`config.mk`:
```
export PLATFORM = sky130hd
export DESIGN_NAME = vrl_top
export DESIGN_NICKNAME = d
export VERILOG_FILES = /design/src/rtl/vrl_pkg.sv /design/src/rtl/vrl_top.sv
export VERILOG_INCLUDE_DIRS = /design/src /design/src/rtl
export SDC_FILE = /design/constraint.sdc
export NUM_CORES = 1
export LEC_CHECK = 0
export BUFFER_PORTS_ARGS = -buffer_cell sky130_fd_sc_hd__buf_4
export CAP_MARGIN = 0
export CELL_PAD_IN_SITES_DETAIL_PLACEMENT = 0
export CELL_PAD_IN_SITES_GLOBAL_PLACEMENT = 1
export CORE_MARGIN = 2
export CORE_UTILIZATION = 36
export DETAILED_ROUTE_END_ITERATION = 8
export MAX_ROUTING_LAYER = met4
export PLACE_DENSITY_LB_ADDON = 0.1
export SYNTH_ARGS = -nofsm -noshare
export SYNTH_HDL_FRONTEND = slang
export SYNTH_SLANG_ARGS = --single-unit
```
`constraint.sdc`:
```
create_clock -name pclk -period 2.2 [get_ports pclk]
set_clock_uncertainty 0.2 [all_clocks]
set_input_delay 0.11 -clock pclk [delete_from_list [all_inputs] [get_ports pclk]]
set_output_delay 0.11 -clock pclk [all_outputs]
set_load 0.02 [all_outputs]
```
`src/rtl/vrl_defines.svh`:
```
// Register offsets, field positions, reset values and timing counts.
// Assumes a 32-bit APB slave clocked by pclk at 20 MHz.
// Function
// RL1: Bandgap powered while brownout, detector or either reference is enabled.
// RL2: Reference control bit 7 enables high reference and requests bandgap.
// RL3: Reference control bit 6 enables low reference and requests bandgap.
// RL4: Reference pin drive acts only while that reference is enabled.
// RL5: Supply monitor control bit 5 shows bandgap stable after power-up.
// RL6: Lone reference request gets a stable bandgap within 50 us.
// RL7: Software polls bandgap stable before using either reference.
// RL8: Supply monitor control bit 4 enables detector and requests bandgap.
// RL9: Trip point is a 4-bit field in bits 3 to 0.
// RL10: Enabled detector with supply at or below trip sets low flag.
// RL11: Enabled low-supply interrupt can wake the device from sleep.
// RL12: Clearing the low flag fails while supply stays at or below trip.
// RL13: Low flag cannot set until bandgap is stable.
// RL14: Trip code all-ones routes the external trip input to the comparator.
// RL15: Software programs trip field before setting the detector enable.
// RL16: Software should clear interrupt enable after first low-supply interrupt.
// RL17: Reference control bits 5 and 4 are pin drives; bits 3-0 read zero.
// RL18: Bandgap stable is read-only and clears whenever bandgap powers down.
`ifndef VRL_DEFINES_SVH
`define VRL_DEFINES_SVH
`define VRL_OFS_REF_CTL   8'h00
`define VRL_OFS_MON_CTL   8'h04
`define VRL_OFS_IRQ_STAT  8'h08
`define VRL_OFS_IRQ_CLR   8'h0C
`define VRL_OFS_IRQ_EN    8'h10
`define VRL_BIT_HREF_EN   7
`define VRL_BIT_LREF_EN   6
`define VRL_BIT_HREF_PIN  5
`define VRL_BIT_LREF_PIN  4
`define VRL_BIT_BG_STABLE 5
`define VRL_BIT_MON_EN    4
`define VRL_BIT_IRQ_LOW   0
`define VRL_BIT_IRQ_BG    1
`define VRL_TRIP_EXT      4'hF
`define VRL_RST_REF       4'h0
`define VRL_RST_TRIP      4'h0
`define VRL_STARTUP_NS    50000
`define VRL_CLK_NS        50
`define VRL_STARTUP_CYC   (`VRL_STARTUP_NS / `VRL_CLK_NS)
`endif

```
`src/rtl/vrl_pkg.sv`:
```
// Types shared by the voltage reference and supply monitor control.
// Assumes the constants of vrl_defines.svh.
package vrl_pkg;
  typedef logic [3:0] vrl_nib_t;
  typedef logic [1:0] vrl_irq_t;
endpackage

```
`src/rtl/vrl_top.sv`:
```
// Bandgap, reference and low-voltage detector control with APB registers.
// Assumes synchronous inputs from the analog comparator and brownout fuse.
`include "vrl_defines.svh"
module vrl_top
  import vrl_pkg::*;
#(
  parameter int STARTUP_CYC = `VRL_STARTUP_CYC,
  parameter int CNT_W       = 11
) (
  // Clock and reset.
  input  wire logic        pclk,
  input  wire logic        presetn,
  // APB slave.
  input  wire logic        psel,
  input  wire logic        penable,
  input  wire logic        pwrite,
  input  wire logic [7:0]  paddr,
  input  wire logic [31:0] pwdata,
  output logic [31:0]      prdata,
  output logic             pready,
  output logic             pslverr,
  // Analog side.
  input  wire logic        brownout_reset_en,
  input  wire logic        supply_low_cmp,
  output logic             bandgap_power,
  output logic             high_ref_on,
  output logic             low_ref_on,
  output logic             high_ref_pin_drive,
  output logic             low_ref_pin_drive,
  output logic             monitor_on,
  output vrl_nib_t         trip_select,
  output logic             external_trip_input_sel,
  // Interrupt and wake.
  output logic             irq,
  output logic             wake
);

  // Refuses a startup count that the counter cannot reach.
  if (STARTUP_CYC < 1 || STARTUP_CYC >= (1 << CNT_W)) begin : g_bad_cnt
    $error("STARTUP_CYC does not fit the counter");
  end

  typedef struct packed {
    vrl_nib_t         ref_ctl;
    logic             mon_en;
    vrl_nib_t         trip;
    logic [CNT_W-1:0] cnt;
    logic             stable;
    vrl_irq_t         stat;
    vrl_irq_t         ien;
    logic             bg_pwr;
    logic             href_on;
    logic             lref_on;
    logic             href_pin;
    logic             lref_pin;
    logic             mon_on;
    vrl_nib_t         trip_o;
    logic             ext_sel;
    logic             irq;
    logic             wake;
    logic [31:0]      rdata;
    logic             ready;
    logic             err;
  } vrl_state_t;

  vrl_state_t s_r;
  vrl_state_t s_nxt;

  logic       bg_req;
  logic       wr_go;
  logic       setup;
  logic       mapped;
  logic [7:0] mon_rd;
  logic [7:0] ref_rd;
  vrl_irq_t   set_ev;

  always_comb begin
    s_nxt  = s_r;
    setup  = psel && !penable;
    wr_go  = psel && penable && pready && pwrite;
    mapped = (paddr == `VRL_OFS_REF_CTL) || (paddr == `VRL_OFS_MON_CTL) ||
             (paddr == `VRL_OFS_IRQ_STAT) || (paddr == `VRL_OFS_IRQ_CLR) ||
             (paddr == `VRL_OFS_IRQ_EN);
    // Reference control register: enables, pin drives, low nibble zero.
    ref_rd = {s_r.ref_ctl, 4'h0}; // see RL17
    mon_rd = {2'h0, s_r.stable, s_r.mon_en, s_r.trip}; // see RL5 see RL9

    // Register writes take effect at the access edge.
    if (wr_go) begin
      unique case (paddr)
        `VRL_OFS_REF_CTL: begin
          s_nxt.ref_ctl = pwdata[7:4]; // see RL2 see RL3 see RL17
        end
        `VRL_OFS_MON_CTL: begin
          s_nxt.mon_en = pwdata[`VRL_BIT_MON_EN]; // see RL8
          s_nxt.trip   = pwdata[3:0]; // see RL9
        end
        `VRL_OFS_IRQ_CLR: begin
          s_nxt.stat = s_r.stat & ~pwdata[1:0];
        end
        `VRL_OFS_IRQ_EN: begin
          s_nxt.ien = pwdata[1:0];
        end
        default: begin
          s_nxt.ien = s_r.ien;
        end
      endcase
    end

    // Bandgap request from every user of the reference.
    bg_req = s_r.ref_ctl[3] || s_r.ref_ctl[2] || s_r.mon_en ||
             brownout_reset_en; // see RL1 see RL2 see RL3 see RL8

    // Startup wait; restarts on every new power-up.
    if (!bg_req) begin
      s_nxt.cnt    = '0; // see RL18
      s_nxt.stable = 1'b0; // see RL18
    end else if (!s_r.stable) begin
      s_nxt.cnt = s_r.cnt + 1'b1;
      if (s_r.cnt == CNT_W'(STARTUP_CYC - 1)) begin
        s_nxt.stable = 1'b1; // see RL5 see RL6
      end
    end

    // Sticky events; a set beats a clear in the same cycle.
    set_ev[`VRL_BIT_IRQ_LOW] = s_r.mon_en && s_r.stable &&
                               supply_low_cmp; // see RL10 see RL13
    set_ev[`VRL_BIT_IRQ_BG]  = s_nxt.stable && !s_r.stable;
    s_nxt.stat = s_nxt.stat | set_ev; // see RL12

    // Registered outputs.
    s_nxt.bg_pwr   = bg_req; // see RL1
    s_nxt.href_on  = s_r.ref_ctl[3]; // see RL2
    s_nxt.lref_on  = s_r.ref_ctl[2]; // see RL3
    s_nxt.href_pin = s_r.ref_ctl[3] && s_r.ref_ctl[1]; // see RL4
    s_nxt.lref_pin = s_r.ref_ctl[2] && s_r.ref_ctl[0]; // see RL4
    s_nxt.mon_on   = s_r.mon_en; // see RL8
    s_nxt.trip_o   = s_r.trip;
    s_nxt.ext_sel  = s_r.trip == `VRL_TRIP_EXT; // see RL14
    s_nxt.irq      = |(s_r.stat & s_r.ien); // see RL10
    s_nxt.wake     = s_r.stat[`VRL_BIT_IRQ_LOW] &&
                     s_r.ien[`VRL_BIT_IRQ_LOW]; // see RL11

    // APB answer is prepared in the setup cycle.
    s_nxt.ready = setup;
    s_nxt.err   = setup && !mapped;
    s_nxt.rdata = '0;
    if (setup && !pwrite) begin
      unique case (paddr)
        `VRL_OFS_REF_CTL:  s_nxt.rdata = {24'h0, ref_rd};
        `VRL_OFS_MON_CTL:  s_nxt.rdata = {24'h0, mon_rd};
        `VRL_OFS_IRQ_STAT: s_nxt.rdata = {30'h0, s_r.stat};
        `VRL_OFS_IRQ_EN:   s_nxt.rdata = {30'h0, s_r.ien};
        default:           s_nxt.rdata = '0;
      endcase
    end
  end

  always_ff @(posedge pclk or negedge presetn) begin
    if (!presetn) begin
      s_r         <= '0;
      s_r.ref_ctl <= `VRL_RST_REF;
      s_r.trip    <= `VRL_RST_TRIP;
      s_r.trip_o  <= `VRL_RST_TRIP;
    end else begin
      s_r <= s_nxt;
    end
  end

  assign prdata                  = s_r.rdata;
  assign pready                  = s_r.ready;
  assign pslverr                 = s_r.err;
  assign bandgap_power           = s_r.bg_pwr;
  assign high_ref_on             = s_r.href_on;
  assign low_ref_on              = s_r.lref_on;
  assign high_ref_pin_drive      = s_r.href_pin;
  assign low_ref_pin_drive       = s_r.lref_pin;
  assign monitor_on              = s_r.mon_on;
  assign trip_select             = s_r.trip_o;
  assign external_trip_input_sel = s_r.ext_sel;
  assign irq                     = s_r.irq;
  assign wake                    = s_r.wake;

  localparam int A_BG_MAX = STARTUP_CYC;
endmodule

```
; Word-level counts from Yosys, hierarchy flattened
; Cells that the tools add are included.
[totals]
regBits = 72
latch_bits = 0
ramBits = 0
rom_bits = 0
input_bits = 47
output_inout_bits = 47
elab_cells = 68
mem_count = 0
[op_classes]
add_sub_neg = 1
n_mul = 0
div_mod_pow = 0
magnitude_cmp = 0
n_eq_ne = 7
n_shift = 0
muxes = 8
n_bitwise = 4
n_reduce_logical = 28
[op_table]
columns = operator, count
row1 = $pmux 8 s4, 1
row2 = $mux 12, 2
row3 = $eq 8x4->1 const B, 2
row4 = $logic_and 1x1->1, 12
row5 = $add 11x1->11 const B, 1
row6 = $eq 11x10->1 const B, 1
row7 = $eq 8x3->1 const B, 1
row8 = $eq 8x5->1 const B, 1
row9 = $logic_not 8->1, 1
row10 = $mux 8, 1
row11 = $logic_or 1x1->1, 7
row12 = $reduce_and 2->1, 3
row13 = $and 2x2->2, 2
row14 = $eq 4x4->1 const B, 1
row15 = $logic_not 1->1, 4
row16 = $mux 2, 2
row17 = $mux 4, 1
row18 = $ne 2x2->1 const B, 1
row19 = $not 2->2, 1
row20 = $or 2x2->2, 1
row21 = $reduce_or 2->1, 1
row22 = $mux 1, 1

; Depth between registers and ports, before layout
; Gate-level depths: netlist (run 1).
[depth]
word_depth = 7
ltp_mapped = 5
mapped_depth_nobuf = 4

; Least setup slack after synthesis (run 1)
; No wires, ideal clock.
[synth_timing]
path_kind = register -> register
start = reg s_r, in the netlist pready
end = reg s_r, in the netlist mon_rd[0]
setup_time_ns = 0.125
arrival_ns = 1.501
t_required_ns = 1.875
setup_slack_ns = 0.374
stages_incl_launch_ff = 4
n_path_buf = 0
period_less_slack_ns = 1.826
cell_sequence = dfrtp_1 > nand4_1 > nor4_4 > mux2_2
[synth_between]
elab_chain_cells = 3
[synth_lines]
columns = item, line
row1 = start: declaration, vrl_top.sv:66  ; vrl_state_t s_r;
row2 = start signal: assignment, vrl_top.sv:166  ; s_r <= s_nxt;
row3 = $logic_and 1x1->1 (2 in series), vrl_top.sv:80  ; wr_go = psel && penable && pready && pwrite;
row4 = $reduce_and 2->1 (no line), n/a
; No other way between the ends.
; A chain may end at the register's enable or synchronous reset.

; Final worst setup path (run 1)
[layout_timing]
start = in paddr[6]
end = reg s_r, in the netlist mon_rd[2]
[layout_between]
elab_chain_cells = 2
[layout_lines]
columns = item, line
row1 = start: declaration, vrl_top.sv:17  ; input wire logic [7:0] paddr,
row2 = $eq 8x3->1, vrl_top.sv:90  ; unique case (paddr)
row3 = $reduce_and 2->1 (no line), n/a
; No other way between the ends.

==> results.cfg, run 1 <==
[status]
status = finished clean

[place]
routabilityCongestion = 0.815
dp_hpwl_um = 3170
pre_cts_ws_ns = 0.178
port_buffers = 45

[timing]
fin_crit_sh_pct = 96.8
hold_viol_final = 0
worst_pin_slew_ns = 0.605
finalSetupViolCount = 0
rsz0062_at_grt = no
slew_viol_final = 0
finalWorstSetupSlack_ns = 0.0701
slew_headroom_pct = 59.7
final.setup.tns_ns = 0
fmax_mhz = 470
period_needed_ns = 2.13

[global_routing]
grt_antenna_before_repair = 0
grt_pass1_vias = 1584
grt_pass1_wl_um = 7390
overflow = 0
grt_usage_pct = 13.5
grt_max_degree = 49

[yosys]
ys.flop_type = dfrtp_1
syn_inst = 199
ys_types = 35
synth-async-reset-ratio_pct = 100
avgSynthCellArea_um2 = 11.4
synth.most_common_cell = dfrtp_1
synth_top_area_share_pct = 52.9
yosysSeqAreaShare_pct = 52.9
synth_area_um2 = 2270
ys_top_cells_by_count = dfrtp_1 (48), buf_4 (36), mux2_2 (11), nor2_1 (11), nand2_1 (8)
synth_edf_count = 0
synth_warnings = 0
synth_top_area_cell = dfrtp_1
synth-seq-cells = 48
synthTopCellsByArea = dfrtp_1 (53%), buf_4 (12%), mux2_2 (5.5%), nor4_4 (1.9%), nor2_1 (1.8%)

[floorplanning]
pin_count = 94
fp.dieH_um = 83.4
core_um2 = 5990
start_util_pct = 37.9
die_area_um2 = 6960
row_count = 28
die_w_um = 83.4

[detailed_routing]
drt_iter0_drc = 90
drc = 0
dr.pass1.iters = 4
vias_per_cell = 4.79
vias = 1596
drt-total-wl_um = 4520
postRouteAntennaNets = 0
wl_per_cell_um = 13.6

[setup_path]
reg2regPathDepth = 4
crit-reg2reg-launch = s_r[52]
startpoint = paddr[6]
reg2reg_to = s_r[60]
reg2reg_slack_ns = 0.32
end_kind = flip-flop
critPathLaunchType = primary input
required_ns = 2.18
path_max_fanout = 5
worstPathArrival_ns = 2.11
criticalPathCategory = in -> reg
cp-endpoint = mon_rd[2]

[clocking]
cts_root_buffer = clkbuf_8
clock_path_buffers = 2
cts.sinks = 48
cts_setup_buffers = 0
numCtsBuffers = 5
tritoncts = done
clk_pin_slew_ns = 0.09
cts_resized = 0
htree_levels = 2
clock_latency_ns = 0.29
cts_hold_repair.buffers = 22

[run]
cap_violations = 0

[layout]
nets = 305
final_layout_size_suffix_gt1_share_pct = 27.5
synthToLayoutAreaGrowth_pct = 25.4
fillers = 561
antennaDiodeCount = 0

[power_and_ir_drop]
vdd_drop_max_v = 0.000350
p_leak_nw = 1.37
power.density_nw_per_um2 = 598

[min_path]
min_path_type = in -> reg
[state kept, by name, indices dropped and copies added, names as in the netlist, 4 cells and up]
signal and count:
prdata 8, mon_rd 6, s_r 15, trip_select 4, ref_rd 4
[per-stage QoR]
| stage | hold WS (ns) | area [um2] | std cells | power [W] | utilization [%] |
|---|---|---|---|---|---|
| 5_1_grt | 0.0395 | 2850 | 333 | 0.00178 | 47.5 |
| 2_1_floorplan | -0.386 | 2360 | 222 | 0.00102 | - |
| 6_report | 0.0305 | 2850 | 333 | 0.00170 | 47.5 |
| 3_3_place_gp | -0.0496 | 2510 | 303 | 0.00106 | 42.0 |
| 4_1_cts | 0.00231 | 2850 | 333 | 0.00173 | 47.5 |
| 3_5_place_dp | -0.0356 | 2510 | 303 | 0.00106 | 42.0 |
[report_power, final]
part	leakage, nW	total, W	internal [W]	switching [W]
Sequential	0.661	0.000900	0.000891	0.00000838
Combinational	0.652	0.000173	0.0000704	0.000103
Clock	0.0541	0.000627	0.000336	0.000291
Total	1.37	0.00170	0.00130	0.000402
[cells by family (layout without fill, tap and decap cells)]
logic type	after synthesis	after routing	synth area share (%)
AND/OR/NAND/NOR	66	66	19.0
flip-flops	48	48	52.9
buffers and inverters	46	82	13.6
AO/OA/AOI/OAI	18	18	5.07
multiplexers	15	15	7.22
XOR/XNOR	4	4	1.54
adder cells (fa/ha/maj)	1	1	0.551
other	1	24	0.165
[worst min path at each step]
stage | start | slack [ns] | end | cells after the start
6_report | brownout_reset_en | 0.03 | s_r[52] | 4
5_1_grt | brownout_reset_en | 0.04 | s_r[52] | 4
4_1_cts | psel | 0.002 | pslverr | 3
3_5_place_dp | presetn | -0.04 | prdata[3] | 1
3_3_place_gp | presetn | -0.05 | prdata[3] | 1
2_1_floorplan | presetn | -0.39 | bandgap_power | 0
[layout make-up]
class	instances	area, um2	share of cell area, %
sequential	48	1200	42.2
timing repair buffer	69	573	20.1
clock buffer	5	68.8	2.42
inverter	5	18.8	0.660
tap	75	93.8	3.30
multi-input combinational	128	847	29.8
clock inverter	3	42.5	1.50
[layer usage]
layer	share of wire (%)	global-route usage, %	vias up
li1	-	-	749
met1	41	14.8	796
met2	53	24.2	42
met3	3.5	2.78	9
met4	1.7	4.77	0
met5	0	-	-
[cell usage in the layout (no fill, tap or decap), types with 5 or more instances in the layout]
cell / Yosys / layout
dfrtp_1: 48 / 48
buf_4: 36 / 47
conb_1: 1 / 24
dlygate4sd3_1: 0 / 22
nor2_1: 11 / 11
mux2_2: 11 / 11
nand2_1: 8 / 8
nand3_1: 7 / 7
a21oi_1: 6 / 6
inv_1: 5 / 5
or4_1: 5 / 5
clkbuf_8: 0 / 5
[worst max-delay path, cell delays in order]
cell and delay, ns:
dlygate4sd3_1 0.53, buf_4 0.14, or4_4 0.48, nor4_4 0.46
mux2_2 0.39
Note: power is estimated with default switching activity, not from simulation.
==> run 2, diff against run 1 <==
--- a/config.mk
+++ b/config.mk
@@ -15,6 +15,7 @@
 export DETAILED_ROUTE_END_ITERATION = 8
 export MAX_ROUTING_LAYER = met4
 export PLACE_DENSITY_LB_ADDON = 0.1
+export RECOVER_POWER = 100
 export SYNTH_ARGS = -nofsm -noshare
 export SYNTH_HDL_FRONTEND = slang
 export SYNTH_SLANG_ARGS = --single-unit
==> run 2 against run 1 <==
Clock power hardly changed. Final area is 3.4% lower. Highest routed layer unchanged. Via count is 0.13% higher.
==> results.cfg, run 2 (synthesis gave the netlist of run 1 again) <==
[setup_path]
slowest_delay_ns = 0.53
reg2reg_slack_ns = 0.31
criticalPathCategory = in -> reg
required_ns = 2.18
crit_chain = dlygate4sd3_1, clkbuf_4, or4_4, nor4_4, mux2_2
slowest_stage = dlygate4sd3_1
path_max_fanout = 5
reg2reg_to = s_r[60]
end_kind = flip-flop
crit-reg2reg-launch = s_r[52]
reg2regPathDepth = 4
critPathLaunchType = primary input
worstPathArrival_ns = 2.11

[power_and_ir_drop]
power.density_nw_per_um2 = 617
total_power_w = 0.00170
vdd_drop_max_v = 0.000350
p_leak_nw = 1.26

[clocking]
tritoncts = done
clock_path_buffers = 2
cts.sinks = 48
cts_root_buffer = clkbuf_8
clk_pin_slew_ns = 0.09
clock_latency_ns = 0.29
cts_resized = 0
htree_levels = 2
numCtsBuffers = 5

[layout]
largest_register_ffs = 15
final_common_cell = dfrtp_1
final_area_um2 = 2750
final_layout_size_suffix_gt1_share_pct = 17.8
layout_common_cells = dfrtp_1 (48), clkbuf_1 (25), conb_1 (24)
largest-register = s_r
synthToLayoutAreaGrowth_pct = 21.1
antennaDiodeCount = 0
nets = 305

[detailed_routing]
wl_per_cell_um = 13.6
vias_per_cell = 4.80
drt-total-wl_um = 4530
vias = 1598
drc = 0
postRouteAntennaNets = 0
drt_iter0_drc = 105
dr.pass1.iters = 4

[place]
port_buffers = 45
dp_hpwl_um = 3170
placed_cell_area_um2 = 2510
pre_cts_ws_ns = 0.178
routabilityCongestion = 0.815

[timing]
worst_pin_slew_ns = 1.18
slew_headroom_pct = 21.1
finalWorstSetupSlack_ns = 0.0727
fin_crit_sh_pct = 96.7
fmax_mhz = 470
rsz0062_at_grt = no
final.setup.tns_ns = 0
slew_viol_final = 0
finalSetupViolCount = 0
hold_viol_final = 0
period_needed_ns = 2.13

[floorplanning]
fp.dieH_um = 83.4
die_w_um = 83.4
core_um2 = 5990
row_count = 28
start_util_pct = 37.9
die_area_um2 = 6960
pin_count = 94

[global_routing]
overflow = 0
grt_max_degree = 49
grt_antenna_before_repair = 0
grt_pass1_wl_um = 7390
grt_usage_pct = 13.5
grt_pass1_vias = 1584

[min_path]
min_path_cells = 3
hold_path.startpoint = psel
hold_end = pslverr
min_path_type = in -> reg

[status]
status = finished clean

[run]
cap_violations = 0
==> run 2: cell count changes in the layout (fill, tap and decap cells not counted) <==
| cell | before | now |
|---|---|---|
| and2_0 | 0 | 2 |
| and2_1 | 4 | 2 |
| buf_4 | 47 | 19 |
| clkbuf_1 | 0 | 25 |
| clkbuf_2 | 0 | 1 |
| clkbuf_4 | 0 | 2 |
==> run 2: timing repair <==
| action | in CTS | in global routing |
|---|---|---|
| buffers inserted | 0 | 0 |
| endpoints found under the hold margin | 69 | 0 |
| hold buffers | 22 | 0 |
==> run 2: worst max-delay path by stage <==
stage / from / to / slack, ns / cells after the start
3_3_place_gp: paddr[0] / mon_rd[0] / 0.21 / 4
3_5_place_dp: paddr[0] / mon_rd[2] / 0.18 / 4
4_1_cts: paddr[6] / mon_rd[2] / 0.05 / 5
5_1_grt: paddr[6] / mon_rd[3] / 0.009 / 5
2_1_floorplan: pready / mon_rd[0] / 0.37 / 3
6_report: paddr[6] / mon_rd[2] / 0.07 / 5
==> run 2: stage by stage <==
step | hold slack (ns) | instances | utilization (%)
4_1_cts | 0.00231 | 333 | 47.5
2_1_floorplan | -0.386 | 222 | -
5_1_grt | 0.0573 | 333 | 45.9
3_3_place_gp | -0.0496 | 303 | 42.0
6_report | 0.0473 | 333 | 45.9
3_5_place_dp | -0.0356 | 303 | 42.0
==> run 2: cell type report <==
class / count / area (um2)
clock inverters: 3 / 42.5
fillers: 589 / 3240
inverters: 5 / 18.8
multi-input cells: 128 / 847
flip-flops and latches: 48 / 1200
repair buffers: 69 / 477
clock buffers: 5 / 68.8
well taps: 75 / 93.8
==> run 2: worst max-delay path: cells and delay by family <==
family,cells,cell delay [ns]
buffers and inverters,2,0.67
and+or+nand+nor,2,0.94
muxes,1,0.39
==> run 2: power by group <==
part / internal [W] / switching (W)
logic: 0.0000650 / 0.000103
clock network: 0.000336 / 0.000291
registers: 0.000891 / 0.00000829
total: 0.00129 / 0.000402
==> run 2: metal layers <==
| layer | share of wire, % | global-route usage [%] |
|---|---|---|
| met1 | 41 | 14.8 |
| met5 | 0 | - |
| met3 | 3.7 | 2.78 |
| met2 | 53 | 24.2 |
| met4 | 1.7 | 4.77 |
